<file path="src/logic/atdi_pkg.sv">
// Functional notes
// - Bit 15 of first register enables test
// - Test words replace conversion results during scans
// - Test scans use unity gain, zero offset
// - Calibration scans (code 011) ignore test enable
// - Automated balancing scans ignore test enable
// - Odd sample, first conversion uses word 1A
// - Odd sample, second conversion uses word 1B
// - Even sample, first conversion uses word 2A
// - Even sample, second conversion uses word 2B
// - Ratio code sets samples per acquisition
package atdi_pkg;
  // Register indices; byte address is four times the index
  localparam logic [9:0] IDX_TEST1A = 10'h067;
  localparam logic [9:0] IDX_TEST1B = 10'h068;
  localparam logic [9:0] IDX_TEST2A = 10'h069;
  localparam logic [9:0] IDX_TEST2B = 10'h06a;
  localparam int ADDR_W = 12;
  localparam logic [ADDR_W-1:0] ADDR_TEST1A = {IDX_TEST1A, 2'b00};
  localparam logic [ADDR_W-1:0] ADDR_TEST1B = {IDX_TEST1B, 2'b00};
  localparam logic [ADDR_W-1:0] ADDR_TEST2A = {IDX_TEST2A, 2'b00};
  localparam logic [ADDR_W-1:0] ADDR_TEST2B = {IDX_TEST2B, 2'b00};
  // Field layout
  localparam int WORD_W = 12;
  localparam int TEST_EN_BIT = 15;
  localparam logic TEST_EN_RST = 1'b0;
  localparam logic [WORD_W-1:0] WORD_RST = 12'h000;
  // Scan configuration and oversampling codes
  localparam logic [2:0] SCAN_CFG_CAL = 3'h3;
  localparam logic [2:0] OVS_SINGLE = 3'h0;
  localparam logic [2:0] OVS_X4 = 3'h1;
  localparam logic [2:0] OVS_BALANCE = 3'h3;
  localparam logic [7:0] CNT_SINGLE = 8'h01;
  localparam logic [7:0] CNT_X4 = 8'h04;
  localparam logic [7:0] CNT_MAX = 8'h80;
  // Calibration neutral values
  localparam int GAIN_W = 16;
  localparam logic [GAIN_W-1:0] GAIN_UNITY = 16'h8000;
  localparam logic [GAIN_W-1:0] OFFSET_ZERO = 16'h0000;
  // Conversion phase within one sample
  typedef enum logic [1:0] {
    CONV_FIRST = 2'b01,
    CONV_SECOND = 2'b10
  } atdi_conv_t;

  // Samples per acquisition for a ratio code
  function automatic logic [7:0] ratio_count(input logic [2:0] code);
    logic [7:0] cnt;
    cnt = CNT_MAX;
    if (code == OVS_SINGLE) begin
      cnt = CNT_SINGLE;
    end else if (code == OVS_X4) begin
      cnt = CNT_X4;
    end else if (code[2:1] != 2'b11) begin
      cnt = CNT_X4 << (code - OVS_X4);
    end
    return cnt;
  endfunction
endpackage

</file>
<file path="src/logic/atdi_trk_if.sv">
`timescale 1ns/100ps
// Position of the current conversion inside the acquisition
interface atdi_trk_if;
  logic second_conv;
  logic odd_sample;
  modport src (output second_conv, output odd_sample);
  modport dst (input second_conv, input odd_sample);
endinterface

</file>
<file path="src/logic/atdi_top.sv">
// The APB slave port is this design's own decision.
`timescale 1ns/100ps
module atdi_top #(
  parameter int DATA_W = atdi_pkg::WORD_W,
  parameter int GAIN_W = atdi_pkg::GAIN_W
) (
  // Clock and reset
  input wire logic pclk,
  input wire logic presetn,
  // APB slave
  input wire logic psel,
  input wire logic penable,
  input wire logic pwrite,
  input wire logic [atdi_pkg::ADDR_W-1:0] paddr,
  input wire logic [31:0] pwdata,
  output logic [31:0] prdata,
  output logic pready,
  output logic pslverr,
  // Scan context from the sequencer
  input wire logic scan_start,
  input wire logic [2:0] scan_config_select,
  input wire logic [2:0] oversample_ratio,
  input wire logic auto_balance,
  // Conversion results from the converter
  input wire logic conv_valid,
  input wire logic [DATA_W-1:0] conv_data,
  // Calibration coefficients from trim storage
  input wire logic [GAIN_W-1:0] cal_gain_in,
  input wire logic [GAIN_W-1:0] cal_offset_in,
  // Toward the arithmetic unit
  output logic alu_valid,
  output logic [DATA_W-1:0] alu_data,
  output logic [GAIN_W-1:0] cal_gain,
  output logic [GAIN_W-1:0] cal_offset,
  output logic test_active
);
  logic alu_test_enable_ff;
  logic [DATA_W-1:0] odd_first_test_word_ff;
  logic [DATA_W-1:0] odd_second_test_word_ff;
  logic [DATA_W-1:0] even_first_test_word_ff;
  logic [DATA_W-1:0] even_second_test_word_ff;
  logic [31:0] prdata_ff;
  logic alu_valid_ff;
  logic [DATA_W-1:0] alu_data_ff;
  logic [GAIN_W-1:0] cal_gain_ff;
  logic [GAIN_W-1:0] cal_offset_ff;
  logic test_active_ff;
  logic [DATA_W-1:0] nxt_alu_data;
  logic [2:0] ratio_eff;
  atdi_trk_if trk ();

  // Address decode
  wire hit_1a = (paddr == atdi_pkg::ADDR_TEST1A);
  wire hit_1b = (paddr == atdi_pkg::ADDR_TEST1B);
  wire hit_2a = (paddr == atdi_pkg::ADDR_TEST2A);
  wire hit_2b = (paddr == atdi_pkg::ADDR_TEST2B);
  wire hit_any = hit_1a | hit_1b | hit_2a | hit_2b;
  wire setup = psel & ~penable;
  wire wr_en = psel & penable & pwrite;

  // Zero wait states; unmapped addresses answer with an error
  assign pready = 1'b1;
  assign pslverr = psel & penable & ~hit_any;
  assign prdata = prdata_ff;

  wire [31:0] rd_mux =
    hit_1a ? {16'h0000, alu_test_enable_ff, 3'h0, odd_first_test_word_ff} :
    hit_1b ? {20'h0000_0, odd_second_test_word_ff} :
    hit_2a ? {20'h0000_0, even_first_test_word_ff} :
    hit_2b ? {20'h0000_0, even_second_test_word_ff} : 32'h0000_0000;

  // Read data is captured in the setup phase so it is stable during access
  always_ff @(posedge pclk or negedge presetn) begin
    if (!presetn) begin
      prdata_ff <= 32'h0000_0000;
    end else if (setup && !pwrite) begin
      prdata_ff <= rd_mux;
    end
  end

  // enable flag and reset to zero
  always_ff @(posedge pclk or negedge presetn) begin
    if (!presetn) begin
      alu_test_enable_ff <= atdi_pkg::TEST_EN_RST;
      odd_first_test_word_ff <= atdi_pkg::WORD_RST;
    end else if (wr_en && hit_1a) begin
      alu_test_enable_ff <= pwdata[atdi_pkg::TEST_EN_BIT];
      odd_first_test_word_ff <= pwdata[DATA_W-1:0];
    end
  end

  // only the low word bits are stored
  always_ff @(posedge pclk or negedge presetn) begin
    if (!presetn) begin
      odd_second_test_word_ff <= atdi_pkg::WORD_RST;
      even_first_test_word_ff <= atdi_pkg::WORD_RST;
      even_second_test_word_ff <= atdi_pkg::WORD_RST;
    end else if (wr_en) begin
      if (hit_1b) begin
        odd_second_test_word_ff <= pwdata[DATA_W-1:0];
      end
      if (hit_2a) begin
        even_first_test_word_ff <= pwdata[DATA_W-1:0];
      end
      if (hit_2b) begin
        even_second_test_word_ff <= pwdata[DATA_W-1:0];
      end
    end
  end

  // calibration scans and balancing scans use real data
  wire cal_scan = (scan_config_select == atdi_pkg::SCAN_CFG_CAL);
  wire subst = alu_test_enable_ff & ~cal_scan & ~auto_balance;

  // ratio is forced in calibration and balancing scans
  assign ratio_eff = cal_scan ? atdi_pkg::OVS_SINGLE :
                     auto_balance ? atdi_pkg::OVS_BALANCE : oversample_ratio;

  atdi_track u_track (
    .pclk(pclk),
    .presetn(presetn),
    .scan_start(scan_start),
    .conv_valid(conv_valid),
    .ratio_code(ratio_eff),
    .trk(trk)
  );

  // pick word by sample parity and conversion
  wire [DATA_W-1:0] odd_word = trk.second_conv ? odd_second_test_word_ff
                                               : odd_first_test_word_ff;
  wire [DATA_W-1:0] even_word = trk.second_conv ? even_second_test_word_ff
                                                : even_first_test_word_ff;
  wire [DATA_W-1:0] test_word = trk.odd_sample ? odd_word : even_word;
  assign nxt_alu_data = subst ? test_word : conv_data;

  // Result to the arithmetic unit, one cycle after the conversion
  always_ff @(posedge pclk or negedge presetn) begin
    if (!presetn) begin
      alu_valid_ff <= 1'b0;
      alu_data_ff <= atdi_pkg::WORD_RST;
    end else begin
      alu_valid_ff <= conv_valid;
      if (conv_valid) begin
        alu_data_ff <= nxt_alu_data;
      end
    end
  end

  always_ff @(posedge pclk or negedge presetn) begin
    if (!presetn) begin
      cal_gain_ff <= atdi_pkg::GAIN_UNITY;
      cal_offset_ff <= atdi_pkg::OFFSET_ZERO;
      test_active_ff <= 1'b0;
    end else begin
      cal_gain_ff <= subst ? atdi_pkg::GAIN_UNITY : cal_gain_in;
      cal_offset_ff <= subst ? atdi_pkg::OFFSET_ZERO : cal_offset_in;
      test_active_ff <= subst;
    end
  end

  assign alu_valid = alu_valid_ff;
  assign alu_data = alu_data_ff;
  assign cal_gain = cal_gain_ff;
  assign cal_offset = cal_offset_ff;
  assign test_active = test_active_ff;
endmodule

</file>
<file path="src/logic/atdi_track.sv">
`timescale 1ns/100ps
module atdi_track (
  // Clock and reset
  input wire logic pclk,
  input wire logic presetn,
  // Scan events
  input wire logic scan_start,
  input wire logic conv_valid,
  input wire logic [2:0] ratio_code,
  // Position out
  atdi_trk_if.src trk
);
  atdi_pkg::atdi_conv_t phase_ff;
  atdi_pkg::atdi_conv_t nxt_phase;
  logic [7:0] smp_ff;
  logic [7:0] nxt_smp;
  logic [7:0] smp_total;
  logic last_smp;

  assign smp_total = atdi_pkg::ratio_count(ratio_code);
  assign last_smp = (smp_ff + 8'h01) >= smp_total;
  // Sample index counts from zero, so index zero is the first, odd sample
  assign trk.odd_sample = ~smp_ff[0];
  assign trk.second_conv = (phase_ff == atdi_pkg::CONV_SECOND);

  // Next phase and sample; wraps so every channel starts at an odd sample
  always_comb begin
    nxt_phase = phase_ff;
    nxt_smp = smp_ff;
    if (scan_start) begin
      nxt_phase = atdi_pkg::CONV_FIRST;
      nxt_smp = 8'h00;
    end else if (conv_valid) begin
      case (phase_ff)
        atdi_pkg::CONV_FIRST: begin
          nxt_phase = atdi_pkg::CONV_SECOND;
        end
        atdi_pkg::CONV_SECOND: begin
          nxt_phase = atdi_pkg::CONV_FIRST;
          nxt_smp = last_smp ? 8'h00 : smp_ff + 8'h01;
        end
        default: begin
          nxt_phase = atdi_pkg::CONV_FIRST;
          nxt_smp = 8'h00;
        end
      endcase
    end
  end

  always_ff @(posedge pclk or negedge presetn) begin
    if (!presetn) begin
      phase_ff <= atdi_pkg::CONV_FIRST;
      smp_ff <= 8'h00;
    end else begin
      phase_ff <= nxt_phase;
      smp_ff <= nxt_smp;
    end
  end
endmodule

</file>
<file path="config.mk">
export PLATFORM = sky130hd
export DESIGN_NAME = atdi_top
export DESIGN_NICKNAME = d
export VERILOG_FILES = /design/src/logic/atdi_pkg.sv /design/src/logic/atdi_trk_if.sv /design/src/logic/atdi_top.sv /design/src/logic/atdi_track.sv
export SDC_FILE = /design/constraint.sdc
export NUM_CORES = 1
export LEC_CHECK = 0
export BUFFER_PORTS_ARGS = -buffer_cell sky130_fd_sc_hd__buf_2
export CORE_MARGIN = 2
export CORE_UTILIZATION = 50
export CTS_BUF_LIST = sky130_fd_sc_hd__clkbuf_8
export DETAILED_ROUTE_END_ITERATION = 16
export PLACE_DENSITY_LB_ADDON = 0.15
export SLEW_MARGIN = 40
export SYNTH_ARGS = -nofsm -noshare
export SYNTH_HDL_FRONTEND = slang
export SYNTH_HIERARCHICAL = 1
export SYNTH_SLANG_ARGS = --single-unit
</file>
<file path="constraint.sdc">
create_clock -name pclk -period 3.7 [get_ports pclk]
set_input_delay 0.555 -clock pclk [delete_from_list [all_inputs] [get_ports pclk]]
set_output_delay 0.555 -clock pclk [all_outputs]
set_load 0.05 [all_outputs]
</file>
Word-level counts from Yosys, hierarchy flattened
Index checks and enable logic that the tools add are counted.
{"block": "word_totals", "elab_cells": 71, "reg_bits": 137, "output_inout_bits": 80}
{"block": "op_classes", "reduce_logical": 9, "mux": 22, "n_eq_ne": 10, "addsub": 2, "n_bitwise": 13, "magnitude_cmp": 1, "shift": 1}
{"operator": "$mux W12", "n": 7}
{"operator": "$eq A12 B9 Y1 const B", "n": 4}
{"operator": "$mux W16", "n": 3}
{"operator": "$mux W8", "n": 6}
{"operator": "$pmux W8 S2", "n": 1}
{"operator": "$add A8 B1 Y8 const B", "n": 1}
{"operator": "$ge A8 B8 Y1", "n": 1}
{"operator": "$reduce_and A2 Y1", "n": 4}
{"operator": "$shl A3 B3 Y8 const A", "n": 1}
{"operator": "$and A1 B1 Y1", "n": 6}
{"operator": "$mux W2", "n": 3}
{"operator": "$mux W3", "n": 2}
{"operator": "$ne A2 B2 Y1 const B", "n": 2}
{"operator": "$not A1 Y1", "n": 4}
{"operator": "$eq A3 B1 Y1 const B", "n": 1}
{"operator": "$eq A3 B2 Y1 const B", "n": 1}
{"operator": "$logic_not A3 Y1", "n": 1}
{"operator": "$or A1 B1 Y1", "n": 3}
{"operator": "$sub A3 B1 Y3 const B", "n": 1}
{"operator": "$eq A2 B1 Y1 const B", "n": 1}
{"operator": "$eq A2 B2 Y1 const B", "n": 1}
{"operator": "$logic_and A1 B1 Y1", "n": 2}
{"operator": "$reduce_bool A2 Y1", "n": 1}
{"operator": "$logic_not A1 Y1", "n": 1}

Logic depth before layout (Yosys ltp)
Gate-level depths: netlist (run 1).
{"block": "logic_depth", "ltp_word": 12, "mapped_depth": 10, "ltp_nobuf": 10}

Cells and area by module
Netlist (run 1), hierarchy kept.
{"mod": "atdi_top", "area_each_um2": 5041.1, "instances": 1, "seq_area_each_um2": 2703.8, "cells_each": 414}
{"mod": "atdi_track", "area_each_um2": 749.5, "instances": 1, "seq_area_each_um2": 251.5, "cells_each": 81}

Least setup slack after synthesis (run 1)
OpenSTA, ideal clock, no wires.
{"block": "synth_timing", "path_type": "input -> register", "start": "input scan_config_select[2]", "end": "register u_track.smp_ff[2]", "n_path_buf": 0, "path_stages": 9, "setup_slack_ns": 1.154, "arrival_time_ns": 2.464, "t_required_ns": 3.618, "setup_ns": 0.082, "cell_sequence": "nand3b_1 > and3b_1 > or3b_2 > ha_1 > a211oi_1 > nor2_1 > nor2_2 > nand2_1 > o22ai_1"}
{"block": "synth_between", "elab_chain_cells": 12, "word_cells_on_any_way": 15}
{"element": "start: declaration", "line_no": "atdi_top.sv:21", "source": "input wire logic [2:0] scan_config_select,"}
{"element": "$eq A3 B2 Y1 (*)", "line_no": "atdi_top.sv:112", "source": "wire cal_scan = (scan_config_select == atdi_pkg::SCAN_CFG_CAL);"}
{"element": "$mux W3 (*)", "line_no": "atdi_top.sv:116", "source": "assign ratio_eff = cal_scan ? atdi_pkg::OVS_SINGLE :"}
{"element": "net ratio_eff[2]", "line_no": "atdi_top.sv:49", "source": "logic [2:0] ratio_eff;"}
{"element": "$sub A3 B1 Y3", "line_no": "atdi_pkg.sv:55", "source": "cnt = CNT_X4 << (code - OVS_X4);"}
{"element": "$shl A3 B3 Y8", "line_no": "atdi_pkg.sv:55"}
{"element": "$mux W8", "line_no": "atdi_pkg.sv:54", "source": "end else if (code[2:1] != 2'b11) begin"}
{"element": "$mux W8", "line_no": "atdi_pkg.sv:52", "source": "end else if (code == OVS_X4) begin"}
{"element": "$mux W8 (*)", "line_no": "atdi_pkg.sv:50", "source": "if (code == OVS_SINGLE) begin"}
{"element": "$ge A8 B8 Y1 (*)", "line_no": "atdi_track.sv:21", "source": "assign last_smp = (smp_ff + 8'h01) >= smp_total;"}
{"element": "$mux W8 (*)", "line_no": "atdi_track.sv:40", "source": "nxt_smp = last_smp ? 8'h00 : smp_ff + 8'h01;"}
{"element": "$pmux W8 S2 (*)", "line_no": "atdi_track.sv:34", "source": "case (phase_ff)"}
{"element": "$mux W8 (*)", "line_no": "atdi_track.sv:33", "source": "end else if (conv_valid) begin"}
{"element": "$mux W8 (*)", "line_no": "atdi_track.sv:30", "source": "if (scan_start) begin"}
{"element": "end signal: assignment", "line_no": "atdi_track.sv:56", "source": "smp_ff <= nxt_smp;"}
{"element": "end: declaration", "line_no": "atdi_track.sv:15", "source": "logic [7:0] smp_ff;"}
Mark *: on every way through the listed nets, which the timed path passes. The rest lies on a longest branch. The select of a mux whose other input is x is not followed.
A chain may end at the register's enable or synchronous reset.

Worst setup path after layout (run 1)
{"block": "layout_timing", "start": "input paddr[9] (netlist bit)", "end": "output pslverr"}
{"block": "layout_between", "elab_chain_cells": 6, "word_cells_on_any_way": 9}
{"element": "start: declaration", "line_no": "atdi_top.sv:14", "source": "input wire logic [atdi_pkg::ADDR_W-1:0] paddr,"}
{"element": "$eq A12 B9 Y1, on equally long branches", "line_no": "atdi_top.sv:53, atdi_top.sv:54"}
{"element": "$or A1 B1 Y1 (2 in a row)", "line_no": "atdi_top.sv:57", "source": "wire hit_any = hit_1a | hit_1b | hit_2a | hit_2b;"}
{"element": "$or A1 B1 Y1 (*)", "line_no": "atdi_top.sv:57"}
{"element": "$not A1 Y1 (*)", "line_no": "atdi_top.sv:63", "source": "assign pslverr = psel & penable & ~hit_any;"}
{"element": "$and A1 B1 Y1 (*)", "line_no": "atdi_top.sv:63"}
{"element": "end: declaration", "line_no": "atdi_top.sv:18", "source": "output logic pslverr,"}
Every way passes the cells marked *; elsewhere a longest branch is shown, timed or not.

==> metrics.md, run 1 <==
| Metric | Value |
|---|---|
| Final WL | `around 14000 um` |
| Pwr dens | `~450 nW/um^2` |
| Setup repair bufs after CTS | `0` |
| Final period util | `0.718` |
| Initial core utilization | `0.509` |
| Yosys reg bits | `between 100 and 150` |
| CTS resizes | `0` |
| Vias in the first global route | `~4500` |
| Kind of critical path | `input pin to primary output` |
| Total track usage | `0.239` |
| Compound-Gate Fraction of Synth Area | `0.0713` |
| Violation count after the first detailed-routing iteration | `approximately 310` |
| Maxcap violations | `0` |
| CP endpoint kind | `primary output` |
| Share of cells above drive strength 1 | `0.417` |
| Die W | `112 um` |
| CP Max Fanout | `13` |
| Ys Warns | `6` |
| Outcome | `completed` |
| Number of clock sinks | `approximately 120` |
| Post-synth EDFFs | `0` |
| WP data required | `~3.1 ns` |
| Sequential cell area fraction in the yosys report | `0.510` |
| Die height | `112 um` |
| Pre-Repair DR Iteration Count | `5` |
| Syn_area_per_cell | `11.7 um^2` |
| Post-Syn Area | `5790 um^2` |
| # hold bufs at CTS | `0` |
| Post-DP HPWL | `a little under 10000 um` |
| GP Congestion | `between 0.7 and 0.8` |
| First-pass GRT wire length | `23200 um` |
| Worst Path Arrival | `around 2.1 ns` |
| Largest family of logic cells by synthesized area | `simple AND/OR/NAND/NOR gates` |
| Via count | `4437` |
| Post-Synth XOR/XNOR Area | `0.00908` |
| Die Area | `~12000 um^2` |
| Top post-synthesis cells by area | `dfrtp_1, mux2_2, mux4_2` |
| Least-Margin Pin Slew | `around 0.8 ns` |
| Clk slew on worst S/H paths | `approximately 0.06 ns` |
| Slew margin rel. | `0.478` |
| Leak Pwr | `between 3 and 4 nW` |
| Area delta synth->final | `21.6%` |
| Post-Synth Adder-Cell Area | `0.0173` |
| Synth cell types | `49` |
| Setup_tns | `0 ns` |
| Num CTS Buffers | `17` |
| Hold/Removal Path Class | `input pin to async pin` |
| Antenna violations before repair | `1` |
| Cell Rows | `39` |
| Vias/cell | `roughly 5.6` |
| CTS H-tree lvls | `4` |
| Net count, final | `roughly 750` |
| Final worst path period need | `between 2 and 3 ns` |
| Clk_skew | `~0.012 ns` |
| Leading area contributor after synthesis | `dfrtp_1` |
| Simple-Gate Fraction of Synth Area | `0.176` |
| Buffers on Ports | `roughly 140` |
| ANT cells | `0` |
| CTS tree | `done` |
| Area of the core | `roughly 11000 um^2` |
| FILL cells | `966` |
| RSZ-0062 raised after global routing | `no` |
| Fin. Hold Viols | `0` |
| Routed Antenna Nets | `0` |
| Global route total overflow | `0` |
| Startpoint types | `input pin` |
| Max Slew Vio Count | `0` |
| Ys async rst share | `1.00` |
| Ys flop type | `dfrtp_1` |
| Largest net degree at the start of global routing | `78` |
| Drc violations | `0` |
| Clock Tree Buf Depth | `2` |
| Setup violators final | `0` |
| Post-synthesis cell count | `about 500` |
| Num ports | `between 150 and 200` |
| Worst-Skew Late Latency | `0.45 ns` |
| FMAX | `377 MHz` |
| Drt wl/cell | `between 15 and 20 um` |
| Mux contribution to synthesized area | `0.163` |
| Synth top area share | `0.501` |
| CTS root buffer | `clkbuf_8` |
| Hold_ws | `roughly 0.15 ns` |
| Maximum vdd drop | `slightly below 0.0003 V` |
[synth_stat cells (2+ instances only)]
cell,number
buf_2,5
and3b_1,2
xnor2_1,3
nor2_1,35
o221a_2,12
o21ai_0,16
nand2b_1,4
mux4_2,12
nor3b_1,2
mux2_2,49
nand3_1,5
a32o_1,4
ha_1,8
buf_4,23
nand2_1,39
mux2i_1,12
and2_1,31
dfstp_2,2
nor3_1,27
inv_1,7
nand4_1,4
nor4bb_1,12
nand3b_1,6
o21a_1,2
a31oi_1,13
nor3_2,2
a21oi_1,3
dfrtp_1,116
conb_1,2
xor2_1,3
clkbuf_1,16
[registers in the layout (all words and copies together), names as in the netlist]
signal / flops
cal_gain: 16
cal_offset: 16
prdata: 13
alu_data: 12
even_first_test_word_ff: 12
even_second_test_word_ff: 12
odd_first_test_word_ff: 12
odd_second_test_word_ff: 12
u_track/smp_ff: 8
u_track/phase_ff: 2
alu_test_enable_ff: 1
alu_valid: 1
test_active: 1
[cells in the final DEF, fill, tap and decap left out, types with 3 or more instances in the layout]
master       n
a32o_1       4
clkinv_2     4
nand2_1     39
nor2_1      35
mux2_2      49
inv_1       10
ha_1         8
a21oi_1      3
nand4_1      4
xnor2_1      3
o21ai_0     16
xor2_1       3
bufinv_16    5
nor3_1      27
nand3b_1     6
buf_4       14
nand3_1      5
mux2i_1     12
mux4_2      12
buf_2      141
a31oi_1     13
nand2b_1     4
clkbuf_8    19
dfrtp_1    116
nor4bb_1    12
conb_1      20
and2_1      31
o221a_2     12
[worst max-delay path, cell delays in order]
cell     delay [ns]
buf_2          0.11
nor4b_4        0.40
nand2_1        0.43
a31oi_1        0.30
nor2_1         0.09
buf_2          0.22
[stage by stage]
step | setup WS [ns] | cells | util | cell area, um^2 | power (W)
2_1_floorplan | 1.15 | 513 | - | 5860 | 0.00174
3_3_place_gp | 0.882 | 766 | 0.579 | 6590 | 0.00188
3_5_place_dp | 0.785 | 766 | 0.580 | 6590 | 0.00189
4_1_cts | 1.07 | 798 | 0.619 | 7040 | 0.00323
5_1_grt | 1.01 | 798 | 0.619 | 7040 | 0.00331
6_report | 1.04 | 798 | 0.619 | 7040 | 0.00320
[per-layer routing]
metal / vias up / track usage / share of wire
li1: 2033 / - / -
met1: 2197 / 0.334 / 0.44
met4: 2 / 0.104 / 0.018
met3: 22 / 0.0484 / 0.057
met5: - / 0 / 0.00092
met2: 183 / 0.365 / 0.48
[final timing paths]
| kind | from | endpoint | slack (ns) | cells after the start |
|---|---|---|---|---|
| min reg2reg | prdata[15] | prdata[15] | 0.50 | 2 |
| min in group pclk | cal_gain_in[15] | cal_gain[15] | 0.30 | 2 |
| max | paddr[9] | pslverr | 1.04 | 6 |
| max reg2reg | u_track/smp_ff[0] | u_track/smp_ff[2] | 1.29 | 10 |
| min | presetn | alu_data[4] | 0.15 | 1 |
| max in group asynchronous | presetn | odd_second_test_word_ff[11] | 2.71 | 2 |
[cell type report]
type / count / area [um^2] / share of cell area
sequential: 118 / 2960 / 0.420
timing repair buffer: 156 / 822 / 0.117
clock buffer: 19 / 262 / 0.0371
inverter: 7 / 26.3 / 0.00373
clock inverter: 13 / 189 / 0.0268
multi-input combinational: 342 / 2610 / 0.371
tap: 143 / 179 / 0.0254
[power by group]
part           switching [W]  internal, W  total [W]
Clock               0.000510     0.000825    0.00133
Combinational       0.000372     0.000126   0.000498
Sequential         0.0000241      0.00134    0.00137
Total               0.000906      0.00230    0.00320
[cells by family (layout without fill, tap and decap cells)]
logic type	count (synthesis)	after routing
and+or+nand+nor	180	180
DFF	118	118
muxes	73	73
AOI/OAI and AO/OA	55	55
buffers and inverters	53	195
adders and majority gates	8	8
xor gates and xnor gates	6	6
other	2	20
(Power assumes the default switching activity.)
==> run 2: changes to the inputs <==
==> constraint.sdc (replaced) <==
create_clock -name pclk -period 2.65 [get_ports pclk]
set_input_delay 0.3975 -clock pclk [delete_from_list [all_inputs] [get_ports pclk]]
set_output_delay 0.3975 -clock pclk [all_outputs]
set_load 0.05 [all_outputs]
==> metrics.md, run 2 (synthesized netlist as in run 1, its figures left out) <==
| Metric | Value |
|---|---|
| Outcome | `completed` |
| Area of the core | `11400 um^2 (unchanged)` |
| Dpl cells | `774 (+1.0%)` |
| Kind of critical path | `register to register` |
| Cell Count, Final, Fillers Out | `807 (+1.1%)` |
| Worst-Skew Late Latency | `0.44 ns (about the same)` |
| Final period util | `0.854` |
| Max Slew Vio Count | `0 (unchanged)` |
| Net count, final | `761 (+1.2%)` |
| Pwr dens | `572 nW/um^2 (+26%)` |
| CTS root buffer | `clkbuf_8` |
| Via count | `4449 (+0.27%)` |
| Core Util, Final | `0.616 (-0.00330)` |
| Die Area | `12500 um^2 (unchanged)` |
| Routed Antenna Nets | `0 (unchanged)` |
| Fin. Hold Viols | `0 (unchanged)` |
| Clk_skew | `0.0109 ns (-0.000715 ns)` |
| Vias in the first global route | `4471 (-1.0%)` |
| Post-layout worst setup margin | `0.387 ns (-0.657 ns)` |
| Slowest cell on the critical path | `dfrtp_1` |
| Maxcap violations | `0 (unchanged)` |
| Hold/Removal Path Class | `input pin to register` |
| CTS tree | `done` |
| Share of cells above drive strength 1 | `0.416 (-0.00113)` |
| Critical Path Source | `u_track/smp_ff[0]` |
| Post-DP HPWL | `9800 um (+0.92%)` |
| Crit-path max cell delay | `0.48 ns (+0.05 ns)` |
| RR Endpoint | `u_track/smp_ff[3]` |
| FMAX | `between 400 and 500 MHz` |
| Clock Tree Buf Depth | `2 (unchanged)` |
| Global route total overflow | `0 (unchanged)` |
| Total track usage | `0.232 (-0.00682)` |
| First-pass GRT wire length | `22500 um (-2.9%)` |
| CP endpoint | `u_track/smp_ff[3]` |
| Setup violators final | `0 (unchanged)` |
| Startpoint types | `register` |
| Num CTS Buffers | `17 (unchanged)` |
| CTS H-tree lvls | `4 (unchanged)` |
| Setup_tns | `0 ns (unchanged)` |
| Vias/cell | `5.51 (-0.85%)` |
| FILL cells | `983 (+1.8%)` |
| Drc violations | `0 (unchanged)` |
| Cell Rows | `39 (unchanged)` |
| Antenna violations before repair | `0 (-1)` |
| Violation count after the first detailed-routing iteration | `316 (+0.96%)` |
| ANT cells | `0 (unchanged)` |
| Multi-input logic area | `2610 um^2 (about the same)` |
| Worst path cell trace | `ha_1 > nand2_1 > nor2_1 > xnor2_1 > ha_1 > o21ai_0 > nor2_1 > nor2_2 > buf_4 > nand4_1 > nand3_1` |
| Setup repair bufs after CTS | `0 (unchanged)` |
| Number of clock sinks | `118 (unchanged)` |
| Die height | `112 um (unchanged)` |
| CP endpoint kind | `register` |
| Drt wl/cell | `17.4 um (-1.4%)` |
| Maximum vdd drop | `0.000355 V (+21%)` |
| Worst slack, placed | `0.131 ns (-0.655 ns)` |
| Placement Cell Area | `6660 um^2 (+1.0%)` |
| Num ports | `182 (unchanged)` |
| RSZ-0062 raised after global routing | `no` |
| Final worst path period need | `about 2.3 ns` |
| Finished Cell Area | `7010 um^2 (-0.53%)` |
| Final WL | `14000 um (-0.26%)` |
| Buffers on Ports | `142 (unchanged)` |
| WP data required | `3.02 ns (-0.12 ns)` |
| Reg area | `2960 um^2 (unchanged)` |
| Largest net degree at the start of global routing | `51 (-35%)` |
| CP Max Fanout | `7 (-6)` |
| Initial core utilization | `0.509 (unchanged)` |
| Leading cell type in the layout, fill and taps excluded | `buf_2` |
| R2R cell count | `11 (+1)` |
| Leak Pwr | `3.41 nW (+0.31%)` |
| Clk slew on worst S/H paths | `0.06 ns (about the same)` |
| Area delta synth->final | `21.0%` |
| Flop-to-flop setup slack | `0.39 ns (-0.90 ns)` |
| Commonest non-fill, non-tap cells in the layout | `buf_2, dfrtp_1, mux2_2, nand2_1, nor2_1` |
| GP Congestion | `0.813 (+4.3%)` |
| Least-Margin Pin Slew | `0.789 ns (+0.00824 ns)` |
| Pre-Repair DR Iteration Count | `6 (+1)` |
| CTS resizes | `0 (unchanged)` |
| Worst Path Arrival | `2.63 ns (+0.53 ns)` |
| Slew margin rel. | `0.473 (-0.00551)` |
| R2R Path Start | `u_track/smp_ff[0]` |
| Die W | `112 um (unchanged)` |
==> run 2: cell count changes in the layout (fill, tap and decap cells not counted), sizes merged <==
cell / change
bufinv: -5
dlygate4sd3: +1
clkinvlp: -1
inv: +4
buf: +8
clkbuf: +2
==> run 2: repair_timing <==
action / CTS / global route
hold buffers: 1 / 0
endpoints found under the setup margin: 0 / 0
endpoints found under the hold margin: 35 / 0
==> run 2: routing by layer <==
metal | vias up | share of wire | track usage
li1 | 2054 | - | -
met2 | 164 | 0.46 | 0.348
met5 | - | 0 | 0
met1 | 2214 | 0.46 | 0.330
met4 | 0 | 0.012 | 0.0765
met3 | 17 | 0.060 | 0.0648
==> run 2: area by class of cell <==
type,count,share of cell area
Tap cell,143,0.0255
Clock inverter,11,0.00661
Sequential cell,118,0.422
Inverter,7,0.00375
Timing Repair Buffer,165,0.129
Multi-Input combinational cell,342,0.372
Clock buffer,21,0.0413
==> run 2: worst min-delay path by stage <==
stage | startpoint | end | slack [ns] | depth (start not counted)
finish | cal_gain_in[15] | cal_gain[15] | 0.15 | 2
global route | cal_gain_in[15] | cal_gain[15] | 0.14 | 2
CTS | cal_gain_in[15] | cal_gain[15] | 0.13 | 2
detailed placement | presetn | cal_offset[15] | 0.41 | 1
global placement | presetn | cal_offset[15] | 0.40 | 1
floorplan | presetn | alu_data[0] | 0.10 | 0
==> run 2: power by group <==
| part | total, W | leakage, nW | internal, W | switching [W] |
|---|---|---|---|---|
| combinational | 0.000705 | 1.70 | 0.000183 | 0.000522 |
| sequential | 0.00191 | 1.51 | 0.00188 | 0.0000340 |
| clock | 0.00139 | 0.204 | 0.000714 | 0.000677 |
==> run 2: per-stage QoR <==
stage / hold WS (ns) / total power (W)
6_report: 0.153 / 0.00401
5_1_grt: 0.137 / 0.00417
4_1_cts: 0.125 / 0.00405
3_5_place_dp: 0.406 / 0.00265
3_3_place_gp: 0.396 / 0.00264
2_1_floorplan: 0.102 / 0.00243
==> run 2: worst max-delay path, delay by kind of cell, from the launching register on <==
family / cells / cell delay, ns
buffers and inverters: 1 / 0.16
AOI/OAI and AO/OA: 1 / 0.14
and+or+nand+nor: 6 / 0.61
DFF: 1 / 0.48
adders and majority gates: 2 / 0.60
xor gates and xnor gates: 1 / 0.20
==> run 3: changes to the inputs <==
--- a/config.mk
+++ b/config.mk
@@ -7,10 +7,10 @@
 export LEC_CHECK = 0
 export BUFFER_PORTS_ARGS = -buffer_cell sky130_fd_sc_hd__buf_2
 export CORE_MARGIN = 2
-export CORE_UTILIZATION = 50
+export CORE_UTILIZATION = 31
 export CTS_BUF_LIST = sky130_fd_sc_hd__clkbuf_8
 export DETAILED_ROUTE_END_ITERATION = 16
-export PLACE_DENSITY_LB_ADDON = 0.15
+export PLACE_DENSITY = 0.53
 export SLEW_MARGIN = 40
 export SYNTH_ARGS = -nofsm -noshare
 export SYNTH_HDL_FRONTEND = slang
==> metrics.md, run 3 (synthesized netlist as in run 1, its figures left out) <==
| Metric | Value |
|---|---|
| Num CTS Buffers | `17 (unchanged)` |
| Leading cell type in the layout, fill and taps excluded | `buf_2` |
| # hold bufs at CTS | `1 (unchanged)` |
| Reg power frac | `0.418 (-0.059)` |
| Die Area | `19800 um^2 (+59%)` |
| Top Usage Layer GRT | `met2` |
| Cell Rows | `49 (+26%)` |
| Overall power | `0.00459 W (+15%)` |
| Final worst path period need | `2.31 ns (+0.0439 ns)` |
| Num ports | `182 (unchanged)` |
| CTS H-tree lvls | `4 (unchanged)` |
| Pwr dens | `634 nW/um^2 (+11%)` |
| Area delta synth->final | `25.0%` |
| Total track usage | `0.165 (-0.0664)` |
| Post-layout worst setup margin | `0.343 ns (-0.0439 ns)` |
| Setup repair bufs after CTS | `0 (unchanged)` |
| Drt wl/cell | `17.9 um (+3.1%)` |
| Leak Pwr | `3.44 nW (+0.98%)` |
| Vias in the first global route | `4690 (+4.9%)` |
| Clk_skew | `0.00700 ns (-0.00391 ns)` |
| Worst path cell trace | `ha_1 > nand2_1 > nor2_1 > xnor2_1 > ha_1 > o21ai_0 > nor2_1 > nor2_2 > buf_4 > nand4_1 > nand3_1` |
| WP data required | `3.03 ns (about the same)` |
| Vias/cell | `4.94 (-10%)` |
| Worst-Skew Late Latency | `0.44 ns (about the same)` |
| Worst Path Arrival | `2.68 ns (+0.05 ns)` |
| Violation count after the first detailed-routing iteration | `221 (-30%)` |
| CTS tree | `done` |
| First-pass GRT wire length | `25200 um (+12%)` |
| CTS resizes | `0 (unchanged)` |
| Routed Antenna Nets | `0 (unchanged)` |
| Post-DP HPWL | `11100 um (+14%)` |
| Startpoint types | `register` |
| Maximum vdd drop | `0.000282 V (-21%)` |
| Met2 GRT Util | `0.280 (-0.0677)` |
| Comb power frac | `0.154 (-0.022)` |
| Slowest cell on the critical path | `dfrtp_1` |
| Via count | `4401 (-1.1%)` |
| CTS root buffer | `clkbuf_8` |
| Crit-path max cell delay | `0.48 ns (about the same)` |
| Drc violations | `0 (unchanged)` |
| Die W | `141 um (+26%)` |
| Slew margin rel. | `0.517 (+0.0446)` |
| Antenna violations before repair | `1 (+1)` |
| Maxcap violations | `0 (unchanged)` |
| GP Congestion | `0.816 (+0.36%)` |
| FMAX | `434 MHz (-1.9%)` |
| Kind of critical path | `register to register` |
| Die height | `141 um (+26%)` |
| Clock Tree Buf Depth | `2 (unchanged)` |
| Final WL | `16000 um (+14%)` |
| Clk slew on worst S/H paths | `0.07 ns (about the same)` |
| Buffers on Ports | `142 (unchanged)` |
| Worst slack, placed | `0.0818 ns (-0.0488 ns)` |
| Core Util, Final | `0.399 (-0.217)` |
| Hold_ws | `0.151 ns (-0.00219 ns)` |
| GRT met1 Usage | `0.201 (-0.129)` |
| Cell-internal power | `0.00331 W (+19%)` |
| Share of cells above drive strength 1 | `0.421 (+0.00491)` |
| Global route total overflow | `0 (unchanged)` |
| Initial core utilization | `0.319 (-0.190)` |
| Clock power frac | `0.428 (+0.081)` |
| Setup_tns | `0 ns (unchanged)` |
| Fin. Hold Viols | `0 (unchanged)` |
| Pre-Repair DR Iteration Count | `4 (-2)` |
| Setup violators final | `0 (unchanged)` |
| FILL cells | `1819 (+85%)` |
| Met3 Use GR | `0.0391 (-0.0257)` |
| Least-Margin Pin Slew | `0.722 ns (-0.0666 ns)` |
| Number of clock sinks | `118 (unchanged)` |
| Net count, final | `760 (-0.13%)` |
| Final period util | `0.870 (+0.0166)` |
| Area of the core | `18100 um^2 (+60%)` |
| Hold/Removal Path Class | `input pin to register` |
| CP Max Fanout | `6 (-1)` |
| Commonest non-fill, non-tap cells in the layout | `buf_2, dfrtp_1, mux2_2, nand2_1, nor2_1` |
| Largest net degree at the start of global routing | `56 (+9.8%)` |
| Outcome | `completed` |
| Max Slew Vio Count | `0 (unchanged)` |
| NetSw | `0.00128 W (+4.2%)` |
| CP endpoint kind | `register` |
| RSZ-0062 raised after global routing | `no` |
| Sw frac | `0.280 (-0.0278)` |
## run 3: changes by cell type in the layout (fill, tap and decap cells not counted), sizes merged
cell	before	now
bufinv	0	6
inv	14	9
clkinv	4	3
clkbuf	21	19
diode	0	1
buf	164	163
## run 3: layout make-up
type                    instances  area (um^2)  share of cell area
clock inverters                11          206              0.0285
inverters                       7         26.3             0.00363
well taps                     229          287              0.0396
diodes                          1         2.50            0.000346
repair buffers                164          893               0.123
flip-flops and latches        118         2960               0.408
multi-input cells             342         2610               0.360
clock buffers                  19          262              0.0361
## run 3: path summary, 6_finish.rpt
check,startpoint,end,slack [ns],depth (start not counted)
max in group asynchronous,presetn,cal_gain[15],1.37,3
max reg2reg,u_track/smp_ff[0],u_track/smp_ff[3],0.34,11
min in group asynchronous,presetn,even_first_test_word_ff[6],0.47,2
min reg2reg,prdata[15],prdata[15],0.48,2
max,u_track/smp_ff[0],u_track/smp_ff[3],0.34,11
min,scan_start,u_track/phase_ff[1],0.15,2
## run 3: worst max-delay path, delay by kind of cell (launching register included)
kind | cells | cell delay, ns
simple gates | 6 | 0.66
fa+ha+maj | 2 | 0.60
flops | 1 | 0.48
xor+xnor | 1 | 0.19
compound gates | 1 | 0.17
buf+inv | 1 | 0.15
## run 3: metal layers
| metal | part of all wire | wire, um |
|---|---|---|
| met3 | 0.042 | 676 |
| met5 | 0 | 0 |
| met4 | 0.027 | 436 |
| met2 | 0.50 | 8040 |
| met1 | 0.43 | 6820 |
## run 3: power by group through the flow
| stage | logic [W] | clock network (W) | registers [W] |
|---|---|---|---|
| after floorplan | 0.000237 | 0 | 0.00220 |
| after detailed placement | 0.000713 | 0 | 0.00195 |
| after global routing | 0.000756 | 0.00210 | 0.00192 |
| after global placement | 0.000705 | 0 | 0.00195 |
| final | 0.000708 | 0.00197 | 0.00192 |
| after CTS | 0.000715 | 0.00203 | 0.00192 |
## run 3: through the flow
stage	cells	instance area, um^2
2_1_floorplan	513	5860
3_3_place_gp	859	6760
3_5_place_dp	859	6760
4_1_cts	890	7240
5_1_grt	890	7240
6_report	891	7240
